### config.mk
export PLATFORM = sky130hd
export DESIGN_NAME = hmc_cfg_header
export DESIGN_NICKNAME = d
export VERILOG_FILES = /design/src/verilog/hmc_pkg.sv /design/src/verilog/hmc_cfg_header.sv /design/src/verilog/hmc_engine_msg.sv /design/src/verilog/hmc_sync.sv
export SDC_FILE = /design/constraint.sdc
export NUM_CORES = 1
export LEC_CHECK = 0
export BUFFER_PORTS_ARGS = -buffer_cell sky130_fd_sc_hd__buf_4
export CAP_MARGIN = 25
export CORE_ASPECT_RATIO = 0.9
export CORE_MARGIN = 2
export CORE_UTILIZATION = 38
export CTS_CLUSTER_DIAMETER = 80
export DETAILED_ROUTE_END_ITERATION = 7
export GPL_TIMING_DRIVEN = 1
export PLACE_DENSITY_LB_ADDON = 0.05
export SYNTH_ARGS = -nofsm -noshare
export SYNTH_HDL_FRONTEND = slang
export SYNTH_SLANG_ARGS = --single-unit
### constraint.sdc
create_clock -name clk_sys_in -period 1.8 [get_ports clk_sys_in]
set_clock_uncertainty 0.2 [all_clocks]
set_input_delay 0.09 -clock clk_sys_in [delete_from_list [all_inputs] [get_ports clk_sys_in]]
set_output_delay 0.09 -clock clk_sys_in [all_outputs]
set_load 0.01 [all_outputs]
### src/verilog/hmc_pkg.sv
package hmc_pkg;
  // Configuration offsets, byte addressed
  localparam logic [7:0] COMMAND_OFFSET = 8'h04;
  localparam logic [7:0] STATUS_OFFSET = 8'h06;
  localparam logic [7:0] STEP_OFFSET = 8'h08;
  localparam logic [7:0] CLASS_OFFSET = 8'h09;
  // Command bit positions
  localparam int MEM_SPACE_BIT = 1;
  localparam int BUS_MASTER_BIT = 2;
  localparam int LINE_OFF_BIT = 10;
  // Status bit positions
  localparam int IRQ_STATUS_BIT = 3;
  localparam int CAP_LIST_BIT = 4;
  // Reset and hardwired values
  localparam logic [15:0] COMMAND_RESET = 16'h0000;
  localparam logic [15:0] COMMAND_WMASK = 16'h0406;
  localparam logic [15:0] STATUS_CONST = 16'h0010;
  localparam logic [23:0] CLASS_CODE = 24'h000000;
  // Arbitrary stepping value
  localparam logic [7:0] STEPPING = 8'h01;
  // Engine message state machine
  typedef enum logic [1:0] {
    HMC_MSG_IDLE = 2'b00,
    HMC_MSG_SEND = 2'b01,
    HMC_MSG_WAIT = 2'b10
  } hmc_msg_e;
endpackage : hmc_pkg

### src/verilog/hmc_cfg_header.sv
`timescale 1ns/1ps
// How it works
// - Command bit 2 enables bus mastering, resets zero; zero blocks host MSI.
// - Clearing bus mastering halts master activity and idles every DMA engine.
// - Bus master bit is mirrored to firmware; a change may message the engine.
// - Window reads and writes to engine memory continue with mastering off.
// - Command bit 1 enables memory space, resets zero; zero refuses host MMIO.
// - Command bits 9 to 3 and bit 0 are read-only zero.
// - Status bits 15 to 11, 8, 7 and 5 read zero.
// - Status bits 10 to 9 read constant zero-zero.
// - Status bit 4 always reads one: capability list present.
// - Status bit 3 reads one while the synchronised interrupt is pending, even with line interrupts disabled.
// - Byte 8h reports the eight-bit stepping code.
// - Bytes 9h to Bh hold a zero class code in three fields.
// - Command bit 10 suppresses line interrupts but not MSI.
module hmc_cfg_header (
  // Clock and reset
  input wire logic clk_sys_in,
  input wire logic rst_in,
  // Host configuration access, byte addressed
  input wire logic cfg_rd_in,
  input wire logic cfg_wr_in,
  input wire logic [7:0] cfg_addr_in,
  input wire logic [3:0] cfg_be_in,
  input wire logic [31:0] cfg_wdata_in,
  output logic [31:0] cfg_rdata_out,
  output logic cfg_ack_out,
  // Host memory-mapped access request
  input wire logic mmio_req_in,
  output logic mmio_accept_out,
  output logic mmio_refuse_out,
  // Interrupt and MSI sources
  input wire logic irq_pending_in,
  input wire logic msi_req_in,
  output logic msi_out,
  output logic line_irq_out,
  // DMA and window traffic
  input wire logic dma_req_in,
  input wire logic window_req_in,
  output logic dma_run_out,
  output logic dma_idle_out,
  output logic uma_req_out,
  // Firmware side
  input wire logic fw_bus_master_msg_en_in,
  input wire logic fw_msg_ack_in,
  output logic [15:0] firmware_mirror_of_command_out,
  output logic engine_msg_req_out
);
  ////////////////////////////////////////////////////////////////////////////
  logic bus_master_enable;
  logic memory_space_enable;
  logic line_interrupt_disable;
  logic next_bus_master;
  logic next_mem_space;
  logic next_line_irq_off;
  logic irq_sync;
  logic bus_master_prev;
  logic bus_master_change;
  logic [15:0] command_control;
  logic [15:0] device_status_flags;
  logic [7:0] stepping_code;
  logic [23:0] device_class_code;
  logic [31:0] next_rdata;
  logic [15:0] command_wmask;
  logic [15:0] command_wval;
  logic next_ack;
  logic next_mmio_accept;
  logic next_mmio_refuse;
  logic next_msi;
  logic next_line_irq;
  logic next_dma_run;
  logic next_dma_idle;
  logic next_uma_req;
  logic [15:0] next_mirror;

  hmc_sync u_irq_sync (
    .clk_sys_in(clk_sys_in),
    .rst_in(rst_in),
    .d_in(irq_pending_in),
    .q_out(irq_sync)
  );

  ////////////////////////////////////////////////////////////////////////////
  // Register views
  always_comb begin
    command_control = 16'h0000;
    command_control[hmc_pkg::BUS_MASTER_BIT] = bus_master_enable;
    command_control[hmc_pkg::MEM_SPACE_BIT] = memory_space_enable;
    command_control[hmc_pkg::LINE_OFF_BIT] = line_interrupt_disable;
    device_status_flags = hmc_pkg::STATUS_CONST;
    device_status_flags[hmc_pkg::IRQ_STATUS_BIT] = irq_sync;
    stepping_code = hmc_pkg::STEPPING;
    device_class_code = hmc_pkg::CLASS_CODE;
  end

  ////////////////////////////////////////////////////////////////////////////
  // Command writes, only writable bits change
  always_comb begin
    command_wmask = 16'h0000;
    command_wval = cfg_wdata_in[15:0];
    if (cfg_wr_in && cfg_addr_in == hmc_pkg::COMMAND_OFFSET) begin
      command_wmask[7:0] = {8{cfg_be_in[0]}};
      command_wmask[15:8] = {8{cfg_be_in[1]}};
    end
    command_wmask = command_wmask & hmc_pkg::COMMAND_WMASK;
    next_bus_master = command_wmask[hmc_pkg::BUS_MASTER_BIT] ?
      command_wval[hmc_pkg::BUS_MASTER_BIT] : bus_master_enable;
    next_mem_space = command_wmask[hmc_pkg::MEM_SPACE_BIT] ?
      command_wval[hmc_pkg::MEM_SPACE_BIT] : memory_space_enable;
    next_line_irq_off = command_wmask[hmc_pkg::LINE_OFF_BIT] ?
      command_wval[hmc_pkg::LINE_OFF_BIT] : line_interrupt_disable;
  end

  ////////////////////////////////////////////////////////////////////////////
  // Read data
  always_comb begin
    next_rdata = 32'h00000000;
    if (cfg_rd_in) begin
      case (cfg_addr_in)
        hmc_pkg::COMMAND_OFFSET: begin
          next_rdata = {device_status_flags, command_control};
        end
        hmc_pkg::STEP_OFFSET: begin
          next_rdata = {device_class_code, stepping_code};
        end
        default: begin
          next_rdata = 32'h00000000;
        end
      endcase
    end
  end

  ////////////////////////////////////////////////////////////////////////////
  // Next values of the registered outputs
  always_comb begin
    next_ack = cfg_rd_in | cfg_wr_in;
    next_mmio_accept = mmio_req_in & memory_space_enable;
    next_mmio_refuse = mmio_req_in & ~memory_space_enable;
    // MSI follows bus mastering only, not the line disable
    next_msi = msi_req_in & bus_master_enable;
    next_line_irq = irq_sync & ~line_interrupt_disable;
    // Next enable, so DMA idles in the cycle of the clear
    next_dma_run = dma_req_in & next_bus_master;
    next_dma_idle = ~next_dma_run;
    // Window traffic to engine memory ignores bus mastering
    next_uma_req = window_req_in;
    next_mirror = command_control;
  end

  ////////////////////////////////////////////////////////////////////////////
  always_ff @(posedge clk_sys_in) begin
    if (rst_in) begin
      bus_master_enable <= 1'b0;
      memory_space_enable <= 1'b0;
      line_interrupt_disable <= 1'b0;
      bus_master_prev <= 1'b0;
      cfg_rdata_out <= 32'h00000000;
      cfg_ack_out <= 1'b0;
      mmio_accept_out <= 1'b0;
      mmio_refuse_out <= 1'b0;
      msi_out <= 1'b0;
      line_irq_out <= 1'b0;
      dma_run_out <= 1'b0;
      dma_idle_out <= 1'b1;
      uma_req_out <= 1'b0;
      firmware_mirror_of_command_out <= 16'h0000;
    end else begin
      bus_master_enable <= next_bus_master;
      memory_space_enable <= next_mem_space;
      line_interrupt_disable <= next_line_irq_off;
      bus_master_prev <= bus_master_enable;
      cfg_rdata_out <= next_rdata;
      cfg_ack_out <= next_ack;
      mmio_accept_out <= next_mmio_accept;
      mmio_refuse_out <= next_mmio_refuse;
      msi_out <= next_msi;
      line_irq_out <= next_line_irq;
      dma_run_out <= next_dma_run;
      dma_idle_out <= next_dma_idle;
      uma_req_out <= next_uma_req;
      firmware_mirror_of_command_out <= next_mirror;
    end
  end

  ////////////////////////////////////////////////////////////////////////////
  // Engine message on a change of bus mastering
  assign bus_master_change = (bus_master_prev != bus_master_enable) &
    fw_bus_master_msg_en_in;

  hmc_engine_msg u_msg (
    .clk_sys_in(clk_sys_in),
    .rst_in(rst_in),
    .event_in(bus_master_change),
    .ack_in(fw_msg_ack_in),
    .req_out(engine_msg_req_out)
  );
endmodule : hmc_cfg_header

### src/verilog/hmc_engine_msg.sv
`timescale 1ns/1ps
module hmc_engine_msg (
  // Clock and reset
  input wire logic clk_sys_in,
  input wire logic rst_in,
  // Event and handshake
  input wire logic event_in,
  input wire logic ack_in,
  output logic req_out
);
  hmc_pkg::hmc_msg_e state;
  hmc_pkg::hmc_msg_e next_state;
  logic pending;
  logic next_pending;
  logic next_req;

  always_comb begin
    next_state = state;
    next_pending = pending | event_in;
    case (state)
      hmc_pkg::HMC_MSG_IDLE: begin
        if (pending | event_in) begin
          next_state = hmc_pkg::HMC_MSG_SEND;
          next_pending = 1'b0;
        end
      end
      hmc_pkg::HMC_MSG_SEND: begin
        if (ack_in) begin
          next_state = hmc_pkg::HMC_MSG_WAIT;
        end
      end
      hmc_pkg::HMC_MSG_WAIT: begin
        next_state = hmc_pkg::HMC_MSG_IDLE;
      end
      default: begin
        next_state = hmc_pkg::HMC_MSG_IDLE;
      end
    endcase
    next_req = (next_state == hmc_pkg::HMC_MSG_SEND);
  end

  always_ff @(posedge clk_sys_in) begin
    if (rst_in) begin
      state <= hmc_pkg::HMC_MSG_IDLE;
      pending <= 1'b0;
      req_out <= 1'b0;
    end else begin
      state <= next_state;
      pending <= next_pending;
      req_out <= next_req;
    end
  end
endmodule : hmc_engine_msg

### src/verilog/hmc_sync.sv
`timescale 1ns/1ps
module hmc_sync (
  // Clock and reset
  input wire logic clk_sys_in,
  input wire logic rst_in,
  // Data
  input wire logic d_in,
  output logic q_out
);
  logic meta;
  logic next_meta;
  logic next_q;

  always_comb begin
    next_meta = d_in;
    next_q = meta;
  end

  always_ff @(posedge clk_sys_in) begin
    if (rst_in) begin
      meta <= 1'b0;
      q_out <= 1'b0;
    end else begin
      meta <= next_meta;
      q_out <= next_q;
    end
  end
endmodule : hmc_sync
=== Yosys cells after proc, flatten, opt, wreduce, memory -nomap -nowiden ===
Index checks and enable logic that the tools add are counted.

* Memories: 0
* Input port bits: 55
* Bits in writable memories: 0
* Bits in latches: 0
* Register bits after elaboration: 66
* Logic and storage cells: 47
* Memory bits (read-only): 0
* Output and inout bits: 57

* Muxes and demuxes: 6
* Add/subtract/negate cells: 0
* $mul: 0
* Bitwise gates (word level): 12
* Reduce and logical (&&, ||, !) cells: 4
* Magnitude comparators: 0
* Eq/ne operators: 5
* Div/mod/pow operators: 0
* Shift operators: 0

{| class="wikitable"
|+ Operators with widths
! kind !! count
|-
| one-hot mux 21 bit (2 select lines) || 1
|-
| 2-to-1 mux 11 bit || 1
|-
| equality test 8 x 3 -> 1 bit, second input constant || 1
|-
| equality test 8 x 4 -> 1 bit, second input constant || 1
|-
| AND 1 bit || 6
|-
| equality test 2 x 1 -> 1 bit, second input constant || 2
|-
| 2-to-1 mux 2 bit || 2
|-
| inverter 1 bit || 4
|-
| one-hot mux 2 bit (2 select lines) || 1
|-
| OR reduction 2 bit || 2
|-
| logical NOT 2 bit || 1
|-
| bitwise OR 1 bit || 2
|-
| logical AND 1 bit || 1
|-
| 2-to-1 mux 1 bit || 1
|-
| inequality test 1 bit || 1
|}

=== Longest topological paths before layout ===
Gate-level depths: netlist (run 1).

* Depth in word-level cells: 6
* Depth in mapped cells: 3
* Gate-level depth less buffers: 3

=== Cells and area by module ===
A second synthesis (run 1) with hierarchy kept.

* Cells, all modules: 113
* Area total of the unflattened synthesis: 1,161.1 um^2

{| class="wikitable"
|+ Modules (own cells, without submodules)
! module !! times used !! area an instance (um^2) !! sequential area each (um^2) !! cells each
|-
| hmc_cfg_header || 1 || 974.7 || 400.4 || 98
|-
| hmc_engine_msg || 1 || 133.9 || 80.1 || 11
|-
| hmc_sync || 1 || 52.6 || 40.0 || 4
|}

=== Least setup slack after synthesis (run 1) ===
No wires, ideal clock.

* Kind: input port to flip-flop
* From: input port cfg_addr_in[7]
* To: register bus_master_enable
* Data arrival time: 872 ps
* Stages on the path: 3
* Buffers on the path: 0
* Path slack: 607 ps
* Data required time: 1,479 ps
* Library setup time: 121 ps
* Cell sequence: nor4_4 > nand4_2 > mux2_2

* Word-level cells in the longest chain between the ends: 4

{| class="wikitable"
|+ RTL lines
! what !! RTL line !! RTL
|-
| from (decl) || hmc_cfg_header.sv:23 || <nowiki>input wire logic [7:0] cfg_addr_in,</nowiki>
|-
| equality test 8 x 3 -> 1 bit || hmc_cfg_header.sv:101 || <nowiki>if (cfg_wr_in && cfg_addr_in == hmc_pkg::COMMAND_OFFSET) begin</nowiki>
|-
| logical AND 1 bit || hmc_cfg_header.sv:101 ||
|-
| 2-to-1 mux 11 bit || hmc_cfg_header.sv:101 ||
|-
| 2-to-1 mux 1 bit || hmc_cfg_header.sv:106 || <nowiki>next_bus_master = command_wmask[hmc_pkg::BUS_MASTER_BIT] ?</nowiki>
|-
| to (signal assigned) || hmc_cfg_header.sv:168 || <nowiki>bus_master_enable <= next_bus_master;</nowiki>
|-
| to (decl) || hmc_cfg_header.sv:50 || <nowiki>logic bus_master_enable;</nowiki>
|}

Every way passes these cells.
A chain may end at the register's enable or synchronous reset.

==> results of run 1 <==
[per-stage QoR]
| step | total power (W) | cells | utilization |
|---|---|---|---|
| after floorplan | 0.000713 | 148 | - |
| after global placement | 0.000706 | 190 | 0.457 |
| after detailed placement | 0.000707 | 190 | 0.457 |
| after CTS | 0.000982 | 220 | 0.556 |
| after global routing | 0.00103 | 220 | 0.557 |
| final | 0.000968 | 220 | 0.557 |
[power by group]
part | total [W] | internal, W | switching [W] | leakage [nW]
registers | 0.000584 | 0.000582 | 0.00000159 | 0.211
logic | 0.000159 | 0.0000848 | 0.0000740 | 0.581
clock network | 0.000226 | 0.0000780 | 0.000148 | 0.0138
total | 0.000968 | 0.000745 | 0.000223 | 0.806
[critical path, stage by stage]
cell and delay (ps):
sky130_fd_sc_hd__dlygate4sd3_1 550, sky130_fd_sc_hd__buf_4 210, sky130_fd_sc_hd__nor2b_2 140, sky130_fd_sc_hd__nand2_1 70, sky130_fd_sc_hd__dlygate4sd3_1 550, sky130_fd_sc_hd__mux2i_1 140
[layer usage]
layer  vias up  wire, um  share of wire  global-route usage
met4         0        21          0.010              0.0571
li1        422         -              -                   -
met1       377       783           0.38               0.123
met3         2       200          0.098              0.0341
met2        53      1040           0.51               0.220
met5         -         0              0                   0
[timing repair]
item	4_1_cts	5_1_grt
gates resized for setup	0	1
hold buffers	27	0
endpoints found under the hold margin	22	0
endpoints found under the setup margin	0	1
[kinds of logic after synthesis]
family          count (synthesis)
compound gates                  4
xor+xnor                        1
buf+inv                        41
flops                          26
mux                             5
other cells                     1
simple gates                   32
[cell usage after synthesis, drive strengths merged]
cell type and number:
nor3b 2, nand2 3, nor2b 9, nor2 3, nand4 2, xor2 1
and3b 1, a21oi 1, nor4 1, and2 5, nor3 2, clkbuf 1
and4b 2, a2111oi 2, mux2i 1, buf 40, a211oi 1, mux2 4
conb 1, nor4b 2, dfxtp 26
[worst max-delay path by stage]
stage / start / to / cells past startpoint
detailed placement: cfg_addr_in[7] / dma_idle_out$_SDFF_PP1_ / 4
floorplan: cfg_addr_in[7] / bus_master_enable$_SDFF_PP0_ / 3
global placement: cfg_addr_in[7] / dma_idle_out$_SDFF_PP1_ / 4
global route: rst_in / dma_run_out$_SDFF_PP0_ / 6
finish: rst_in / dma_run_out$_SDFF_PP0_ / 6
CTS: rst_in / dma_run_out$_SDFF_PP0_ / 6
[area by class of cell]
cell class,count,area (sq um)
multi-input combinational,81,480
timing repair buffer,68,578
tap,42,52.6
sequential,26,520
fill,283,1320
clock buffer,3,22.5
==> out/qor.json, run 1 <==
{
  "status": {
    "result_of_the_run": "completed"
  },
  "global_route": {
    "grt_start_max_net_pins": 20,
    "grt_remaining_overflow": 0,
    "grt_first_pass_wirelength_mm": 3.25,
    "global_route.usage.total": 0.119,
    "grt_antenna_before_repair": 0,
    "first_global_vias": 767
  },
  "worst_hold_path": {
    "min_path_cells": 1,
    "hold_path_startpoint": "line_interrupt_disable$_SDFFE_PP0P_",
    "min-delay-path-class": "flop to flop",
    "worstHoldEndpoint": "line_irq_out$_SDFF_PP0_"
  },
  "placement": {
    "hpwl_mm": 1.43,
    "port_buffers": 41,
    "pre_cts_slack_ps": 370,
    "gpl.final_weighted_congestion": 0.701,
    "placement.cell_area_sq_um": 1360
  },
  "timing": {
    "slew_violations": 0,
    "setup-violations-final": 0,
    "worst_path_setup_slack_after_routing_ps": 94.9,
    "period_share": 0.947,
    "hold_slack_final_ps": 252,
    "final-hold-violation-count": 0,
    "post-route-min-period_ps": 1710,
    "timing.fmax_mhz": 586,
    "setup_repair_after_global_routing_missed_its_margin": "no",
    "finalSetupTns_ps": 0
  },
  "final_layout": {
    "layout-area-overhead-vs-synth_pct": 42.6,
    "num_antenna_cells": 0,
    "top_reg_by_flops": "cfg_rdata_out",
    "mostFrequentLayoutCell": "sky130_fd_sc_hd__buf_4",
    "post_route_cells_drive_above_1_share": 0.298,
    "post_route_standard_cell_area_excluding_fillers_sq_um": 1650,
    "nets": 235,
    "mostFrequentLayoutCells": "sky130_fd_sc_hd__buf_4, sky130_fd_sc_hd__conb_1, sky130_fd_sc_hd__dlygate4sd3_1",
    "largest_reg_flops": 6,
    "reg.largest.list": "cfg_rdata_out x6, firmware_mirror_of_command_out x3, u_msg.state x2"
  },
  "cts": {
    "post-cts-setup-buffer-count": 0,
    "tritoncts_clock_tree": "yes",
    "h-tree-depth": 1,
    "cts.reportedPaths.clkPinSlew_ps": 120,
    "cts.root.buffer_cell": "sky130_fd_sc_hd__clkbuf_4",
    "clock_insertion_delay_worst_skew_ps": 300,
    "cts.path.max_buffers": 2,
    "cts_buf_count": 3,
    "clock-sinks": 26
  },
  "synth": {
    "synth.mux.area_fraction": 0.0475,
    "synth-compound-area-share": 0.0259,
    "synth_seq_cells": 26,
    "synth_fa_ha_area_frac": 0,
    "synth-seq-area-share": 0.449,
    "synth.avg_cell_area_sq_um": 10.5,
    "synthTopCellsByArea": "sky130_fd_sc_hd__dfxtp_1, sky130_fd_sc_hd__buf_4, sky130_fd_sc_hd__nor2b_1",
    "synth_top_cell_area_share": 0.449,
    "yosys.area.top_type": "sky130_fd_sc_hd__dfxtp_1",
    "synth-xor-area-share": 0.00755,
    "syn-instance-count": 110,
    "yosysWarningCount": 0,
    "mappedNetlistArea_sq_um": 1160,
    "combinational_family_with_the_most_area_after_synthesis": "buffers and inverters",
    "synth_simple_gate_area_frac": 0.205,
    "synth_cell_type_count": 24
  },
  "routing": {
    "route.vias.total": 854,
    "detail_route.wirelength_mm": 2.04,
    "drcViolationCount": 0,
    "dr.pass1.iters": 4,
    "antenna_left": 0,
    "via_per_inst": 3.88,
    "first_iter_violations": 14,
    "detail_route.wl_per_cell_um": 9.29
  },
  "run": {
    "cap_viol_max_count": 0
  },
  "die": {
    "dieWidth_um": 62.2,
    "boundaryPins": 112,
    "initial_core_utilization": 0.390,
    "chipHeight_um": 56.4,
    "num_rows": 19,
    "design.core.area_sq_um": 2970,
    "fp.dieArea_sq_um": 3510
  },
  "critical_path": {
    "path_max_fanout": 19,
    "critPathKind": "primary input to flop",
    "timing.critical_path.required_ps": 1840,
    "worst-r2r-cell-count": 3,
    "reg2reg_launch_point": "bus_master_enable$_SDFF_PP0_",
    "critical_path.reg2reg.endpoint": "u_msg.req_out$_SDFF_PP0_",
    "setup.worst_path.end_class": "flop",
    "cp_launch_type": "primary input",
    "r2r_slack_ps": 450,
    "crit_arrival_ps": 1740
  },
  "power": {
    "p_per_area_nw_per_um2": 585,
    "leakage_power_nw": 0.806,
    "worst_ir_drop_vdd_v": 0.000304
  }
}
No activity file was read; power rests on OpenSTA's default activity.
==> run 2: changes to the inputs <==
--- a/config.mk
+++ b/config.mk
@@ -8,12 +8,13 @@
 export BUFFER_PORTS_ARGS = -buffer_cell sky130_fd_sc_hd__buf_4
 export CAP_MARGIN = 25
 export CORE_ASPECT_RATIO = 0.9
-export CORE_MARGIN = 2
+export CORE_MARGIN = 4
 export CORE_UTILIZATION = 38
-export CTS_CLUSTER_DIAMETER = 80
+export CTS_CLUSTER_DIAMETER = 50
 export DETAILED_ROUTE_END_ITERATION = 7
 export GPL_TIMING_DRIVEN = 1
 export PLACE_DENSITY_LB_ADDON = 0.05
+export SLEW_MARGIN = 20
 export SYNTH_ARGS = -nofsm -noshare
 export SYNTH_HDL_FRONTEND = slang
 export SYNTH_SLANG_ARGS = --single-unit
==> run 2 against run 1 <==
Effect of this change: clock power is 76% higher; non-clock buffer count is 2 lower; worst setup slack better by 26 ps; worst hold slack worse by 2.6 ps; wire length is 9.7% higher; die area is 14% higher; clock-buffer cell count stayed put; combinational power hardly changed; sequential share of layout area is 0.095 points lower; maximum frequency is 1.6% higher; critical path type unchanged; largest cell class unchanged; highest routed layer unchanged.
==> out/qor.json, run 2 (same netlist as run 1, synthesis figures left out) <==
{
  "status": {
    "result_of_the_run": "completed"
  },
  "routing": {
    "detail_route.wirelength_mm": 2.24,
    "dr.pass1.iters": 3,
    "first_iter_violations": 28,
    "detail_route.wl_per_cell_um": 10.3,
    "route.vias.total": 847,
    "via_per_inst": 3.90,
    "drcViolationCount": 0,
    "antenna_left": 0
  },
  "cts": {
    "h-tree-depth": 1,
    "cts.root.buffer_cell": "sky130_fd_sc_hd__clkbuf_4",
    "cts.reportedPaths.clkPinSlew_ps": 140,
    "post_cts.resized_instances": 0,
    "cts_hold_buffers": 25,
    "tritoncts_clock_tree": "yes",
    "clock_insertion_delay_worst_skew_ps": 320,
    "post-cts-setup-buffer-count": 0,
    "clock-sinks": 26,
    "cts.path.max_buffers": 2,
    "cts_buf_count": 3
  },
  "critical_path": {
    "critPathKind": "primary input to flop",
    "timing.critical_path.required_ps": 1860,
    "cp_launch_type": "primary input",
    "critPathSlowestCell": "sky130_fd_sc_hd__dlygate4sd3_1",
    "worst-r2r-cell-count": 3,
    "r2r_slack_ps": 460,
    "critical_path.reg2reg.endpoint": "u_msg.req_out$_SDFF_PP0_",
    "cp_common_cell": "sky130_fd_sc_hd__dlygate4sd3_1",
    "path_max_fanout": 19,
    "setup.worst_path.end_class": "flop",
    "crit_arrival_ps": 1740,
    "critical_path.top_delay_family": "buffers and inverters",
    "worst_path_largest_cell_delay_ps": 560,
    "critical_path_buf_inv_count": 3,
    "cp.depth": 6,
    "timing.critical_path.cells": "dlygate4sd3_1, buf_4, nor2b_1, nand2_1, dlygate4sd3_1, mux2i_1",
    "reg2reg_launch_point": "bus_master_enable$_SDFF_PP0_"
  },
  "timing": {
    "setup-violations-final": 0,
    "finalSetupTns_ps": 0,
    "setup_repair_after_global_routing_missed_its_margin": "no",
    "worst_path_setup_slack_after_routing_ps": 121,
    "post-route-min-period_ps": 1680,
    "final-hold-violation-count": 0,
    "timing.fmax_mhz": 596,
    "slew_violations": 0,
    "period_share": 0.933,
    "hold_slack_final_ps": 249
  },
  "global_route": {
    "grt_antenna_before_repair": 0,
    "grt_start_max_net_pins": 20,
    "first_global_vias": 835,
    "grt_remaining_overflow": 0,
    "global_route.usage.total": 0.118,
    "grt_first_pass_wirelength_mm": 3.63
  },
  "power": {
    "netSwitchingPower_w": 0.000248,
    "switching_share": 0.218,
    "p_int_w": 0.000889,
    "pwr-share-seq": 0.514,
    "worst_ir_drop_vdd_v": 0.000491,
    "leakage_power_nw": 0.808,
    "pwr-share-clk": 0.349,
    "p_per_area_nw_per_um2": 685,
    "power.share.combinational": 0.137
  },
  "final_layout": {
    "largest_reg_flops": 6,
    "finish.utilization": 0.585,
    "layout-area-overhead-vs-synth_pct": 43.0,
    "mostFrequentLayoutCell": "sky130_fd_sc_hd__buf_4",
    "num_antenna_cells": 0,
    "nets": 233,
    "reg.largest.list": "cfg_rdata_out x6, firmware_mirror_of_command_out x3, u_msg.state x2",
    "post_route_cells_drive_above_1_share": 0.299,
    "mostFrequentLayoutCells": "sky130_fd_sc_hd__buf_4, sky130_fd_sc_hd__conb_1, sky130_fd_sc_hd__dfxtp_1",
    "fill_count": 258,
    "top_reg_by_flops": "cfg_rdata_out"
  },
  "die": {
    "design.core.area_sq_um": 2840,
    "boundaryPins": 112,
    "num_rows": 18,
    "dieWidth_um": 66.2,
    "initial_core_utilization": 0.409,
    "chipHeight_um": 60.4,
    "fp.dieArea_sq_um": 4000
  },
  "worst_hold_path": {
    "min-delay-path-class": "flop to flop",
    "worstHoldEndpoint": "line_irq_out$_SDFF_PP0_",
    "min_path_cells": 1,
    "hold_path_startpoint": "line_interrupt_disable$_SDFFE_PP0P_"
  },
  "placement": {
    "pre_cts_slack_ps": 373,
    "port_buffers": 41,
    "hpwl_mm": 1.56,
    "gpl.final_weighted_congestion": 0.708
  },
  "run": {
    "cap_viol_max_count": 0
  }
}
[run 2: cell count changes in the layout (fill, tap and decap cells not counted)]
cell	change
sky130_fd_sc_hd__bufinv_16	+1
sky130_fd_sc_hd__dlygate4sd3_1	-2
sky130_fd_sc_hd__nor2b_1	+1
sky130_fd_sc_hd__nor2b_2	-1
[run 2: cell type report]
cell class | instances | area [sq um] | share of cell area
Timing Repair Buffer | 66 | 558 | 0.336
Clock inverter | 1 | 30.0 | 0.0181
Tap cell | 40 | 50.0 | 0.0302
Sequential cell | 26 | 520 | 0.314
Clock buffer | 3 | 22.5 | 0.0136
Multi-Input combinational cell | 81 | 478 | 0.288
[run 2: worst max-delay path by stage]
| stage | start | end | slack (ps) |
|---|---|---|---|
| final | rst_in | dma_run_out$_SDFF_PP0_ | 120 |
| after floorplan | cfg_addr_in[7] | bus_master_enable$_SDFF_PP0_ | 610 |
| after detailed placement | cfg_addr_in[7] | dma_idle_out$_SDFF_PP1_ | 370 |
| after CTS | rst_in | dma_run_out$_SDFF_PP0_ | 130 |
| after global placement | cfg_addr_in[7] | bus_master_enable$_SDFF_PP0_ | 380 |
| after global routing | rst_in | dma_run_out$_SDFF_PP0_ | 20 |
[run 2: power by group through the flow]
stage / clock network, W / logic (W) / registers, W
floorplan: 0 / 0.000114 / 0.000599
global placement: 0 / 0.000110 / 0.000596
detailed placement: 0 / 0.000111 / 0.000597
CTS: 0.000410 / 0.000153 / 0.000584
global route: 0.000433 / 0.000171 / 0.000585
finish: 0.000397 / 0.000156 / 0.000584
[run 2: routing by layer]
layer / wire, um / part of all wire / track usage
met5: 0 / 0 / 0
met4: 19 / 0.0085 / 0.0261
met3: 299 / 0.13 / 0.0444
met2: 1100 / 0.49 / 0.215
met1: 819 / 0.37 / 0.131
[run 2: per-stage QoR]
stage	instance area [sq um]	power [W]	instances
floorplan	1300	0.000713	148
global placement	1360	0.000707	188
detailed placement	1360	0.000707	188
CTS	1660	0.00115	217
global route	1660	0.00119	217
finish	1660	0.00114	217
==> run 3: changes to the inputs <==
==> constraint.sdc (replaced) <==
create_clock -name clk_sys_in -period 2 [get_ports clk_sys_in]
set_clock_uncertainty 0.2 [all_clocks]
set_input_delay 0.1 -clock clk_sys_in [delete_from_list [all_inputs] [get_ports clk_sys_in]]
set_output_delay 0.1 -clock clk_sys_in [all_outputs]
set_load 0.01 [all_outputs]
==> run 3 against run 2 <==
Effect of this change: worst setup slack better by 63 ps; non-clock buffer count is 1 higher; clock power shrank 11%; combinational power is 17% lower; global-route usage down 0.51 points; sequential cell count unchanged; critical path depth down 2; critical path type is now flop to flop; largest power group unchanged; highest routed layer unchanged.
==> out/qor.json, run 3 (same netlist as run 1, synthesis figures left out) <==
{
  "routing": {
    "via_per_inst": 3.89,
    "detail_route.wirelength_mm": 2.20,
    "met3RoutedLength_um": 285,
    "antenna_left": 0,
    "drt-met1-wl_um": 859,
    "dr.pass1.iters": 3,
    "top_layer": "met4",
    "route.vias.total": 849,
    "detail_route.wl_per_cell_um": 10.1,
    "drcViolationCount": 0,
    "first_iter_violations": 33,
    "met2RoutedLength_mm": 1.03
  },
  "power": {
    "p_per_area_nw_per_um2": 601,
    "leakage_power_nw": 0.831,
    "worst_ir_drop_vdd_v": 0.000441
  },
  "die": {
    "num_rows": 18,
    "initial_core_utilization": 0.409,
    "dieWidth_um": 66.2,
    "boundaryPins": 112,
    "chipHeight_um": 60.4,
    "design.core.area_sq_um": 2840,
    "fp.dieArea_sq_um": 4000
  },
  "critical_path": {
    "critPathKind": "flop to flop",
    "timing.critical_path.required_ps": 2030,
    "cp_launch_type": "flop",
    "path_max_fanout": 3,
    "crit_arrival_ps": 1840,
    "setup.worst_path.end_class": "flop"
  },
  "global_route": {
    "first_global_vias": 794,
    "grt_first_pass_wirelength_mm": 3.47,
    "grt_antenna_before_repair": 0,
    "grt_start_max_net_pins": 20,
    "global_route.usage.total": 0.113,
    "grt_remaining_overflow": 0
  },
  "final_layout": {
    "largest_reg_flops": 6,
    "reg.largest.list": "cfg_rdata_out x6, firmware_mirror_of_command_out x3, u_msg.state x2",
    "mostFrequentLayoutCell": "sky130_fd_sc_hd__buf_4",
    "num_antenna_cells": 0,
    "nets": 234,
    "top_reg_by_flops": "cfg_rdata_out",
    "fin_cells": 218,
    "mostFrequentLayoutCells": "sky130_fd_sc_hd__buf_4, sky130_fd_sc_hd__conb_1, sky130_fd_sc_hd__dfxtp_1",
    "post_route_cells_drive_above_1_share": 0.309,
    "fill_count": 265,
    "layout-area-overhead-vs-synth_pct": 44.8
  },
  "cts": {
    "h-tree-depth": 1,
    "clock_insertion_delay_worst_skew_ps": 320,
    "cts.path.max_buffers": 2,
    "tritoncts_clock_tree": "yes",
    "cts.reportedPaths.clkPinSlew_ps": 140,
    "cts_buf_count": 3,
    "cts.root.buffer_cell": "sky130_fd_sc_hd__clkbuf_4",
    "clock-sinks": 26
  },
  "timing": {
    "timing.fmax_mhz": 551,
    "setup_repair_after_global_routing_missed_its_margin": "no",
    "period_share": 0.908,
    "finalSetupTns_ps": 0,
    "final-hold-violation-count": 0,
    "post-route-min-period_ps": 1820,
    "setup-violations-final": 0,
    "slew_violations": 0
  },
  "run": {
    "cap_viol_max_count": 0
  },
  "placement": {
    "dpl.cell_count": 188,
    "port_buffers": 41,
    "gpl.final_weighted_congestion": 0.708,
    "hpwl_mm": 1.56
  },
  "status": {
    "result_of_the_run": "completed"
  },
  "worst_hold_path": {
    "min-delay-path-class": "primary input to flop"
  }
}
## run 3: changes by cell type in the layout (fill, tap and decap cells not counted), sizes merged
cell and change:
dlymetal6s4s +1, dlygate4sd3 -1, buf +1
## run 3: what timing repair did
action / in CTS / in global routing
hold buffers: 24 / 1
resized for setup: 0 / 4
setup buffers: 0 / 1
hold endpoints to repair: 22 / 1
setup endpoints to repair: 0 / 4
## run 3: per-layer routing
layer,vias to the layer above,global-route usage
met4,0,0.0261
li1,422,-
met1,370,0.138
met5,-,0
met3,2,0.0389
met2,55,0.192
## run 3: power by group
| group | internal, W | switching (W) | leakage (nW) |
|---|---|---|---|
| Clock | 0.000203 | 0.000151 | 0.0279 |
| Sequential | 0.000524 | 0.00000161 | 0.211 |
| Combinational | 0.0000651 | 0.0000647 | 0.592 |
## run 3: cell type report
type	instances	area, sq um	share of cell area
well taps	40	50.0	0.0298
clock buffers	3	22.5	0.0134
flip-flops and latches	26	520	0.310
clock inverters	1	30.0	0.0179
repair buffers	67	568	0.338
multi-input cells	81	488	0.291
## run 3: worst paths after layout
kind | start | to | slack (ps) | depth (start not counted)
worst max register to register | bus_master_enable$_SDFF_PP0_ | u_msg.req_out$_SDFF_PP0_ | 180 | 4
worst min-delay path | cfg_addr_in[3] | dma_idle_out$_SDFF_PP1_ | 110 | 5
worst max-delay path | bus_master_enable$_SDFF_PP0_ | u_msg.req_out$_SDFF_PP0_ | 180 | 4
worst min register to register | line_interrupt_disable$_SDFFE_PP0P_ | line_irq_out$_SDFF_PP0_ | 240 | 1
## run 3: critical path, cell delays in order (launching register included)
cell and delay, ps:
sky130_fd_sc_hd__dfxtp_1 350, sky130_fd_sc_hd__xor2_1 170, sky130_fd_sc_hd__a211oi_1 360, sky130_fd_sc_hd__a2111oi_2 80, sky130_fd_sc_hd__dlygate4sd3_1 570
## run 3: per-stage QoR
step           cell area (sq um)  hold slack, ps  power (W)  utilization  worst slack (ps)
6_report                    1680             108    0.00101        0.592               184
5_1_grt                     1680            97.5    0.00106        0.592              7.26
4_1_cts                     1650            10.6    0.00102        0.581              10.6
3_5_place_dp                1360             107   0.000637        0.478               563
3_3_place_gp                1360             103   0.000636        0.478               570
2_1_floorplan               1300           -19.9   0.000642            -               797
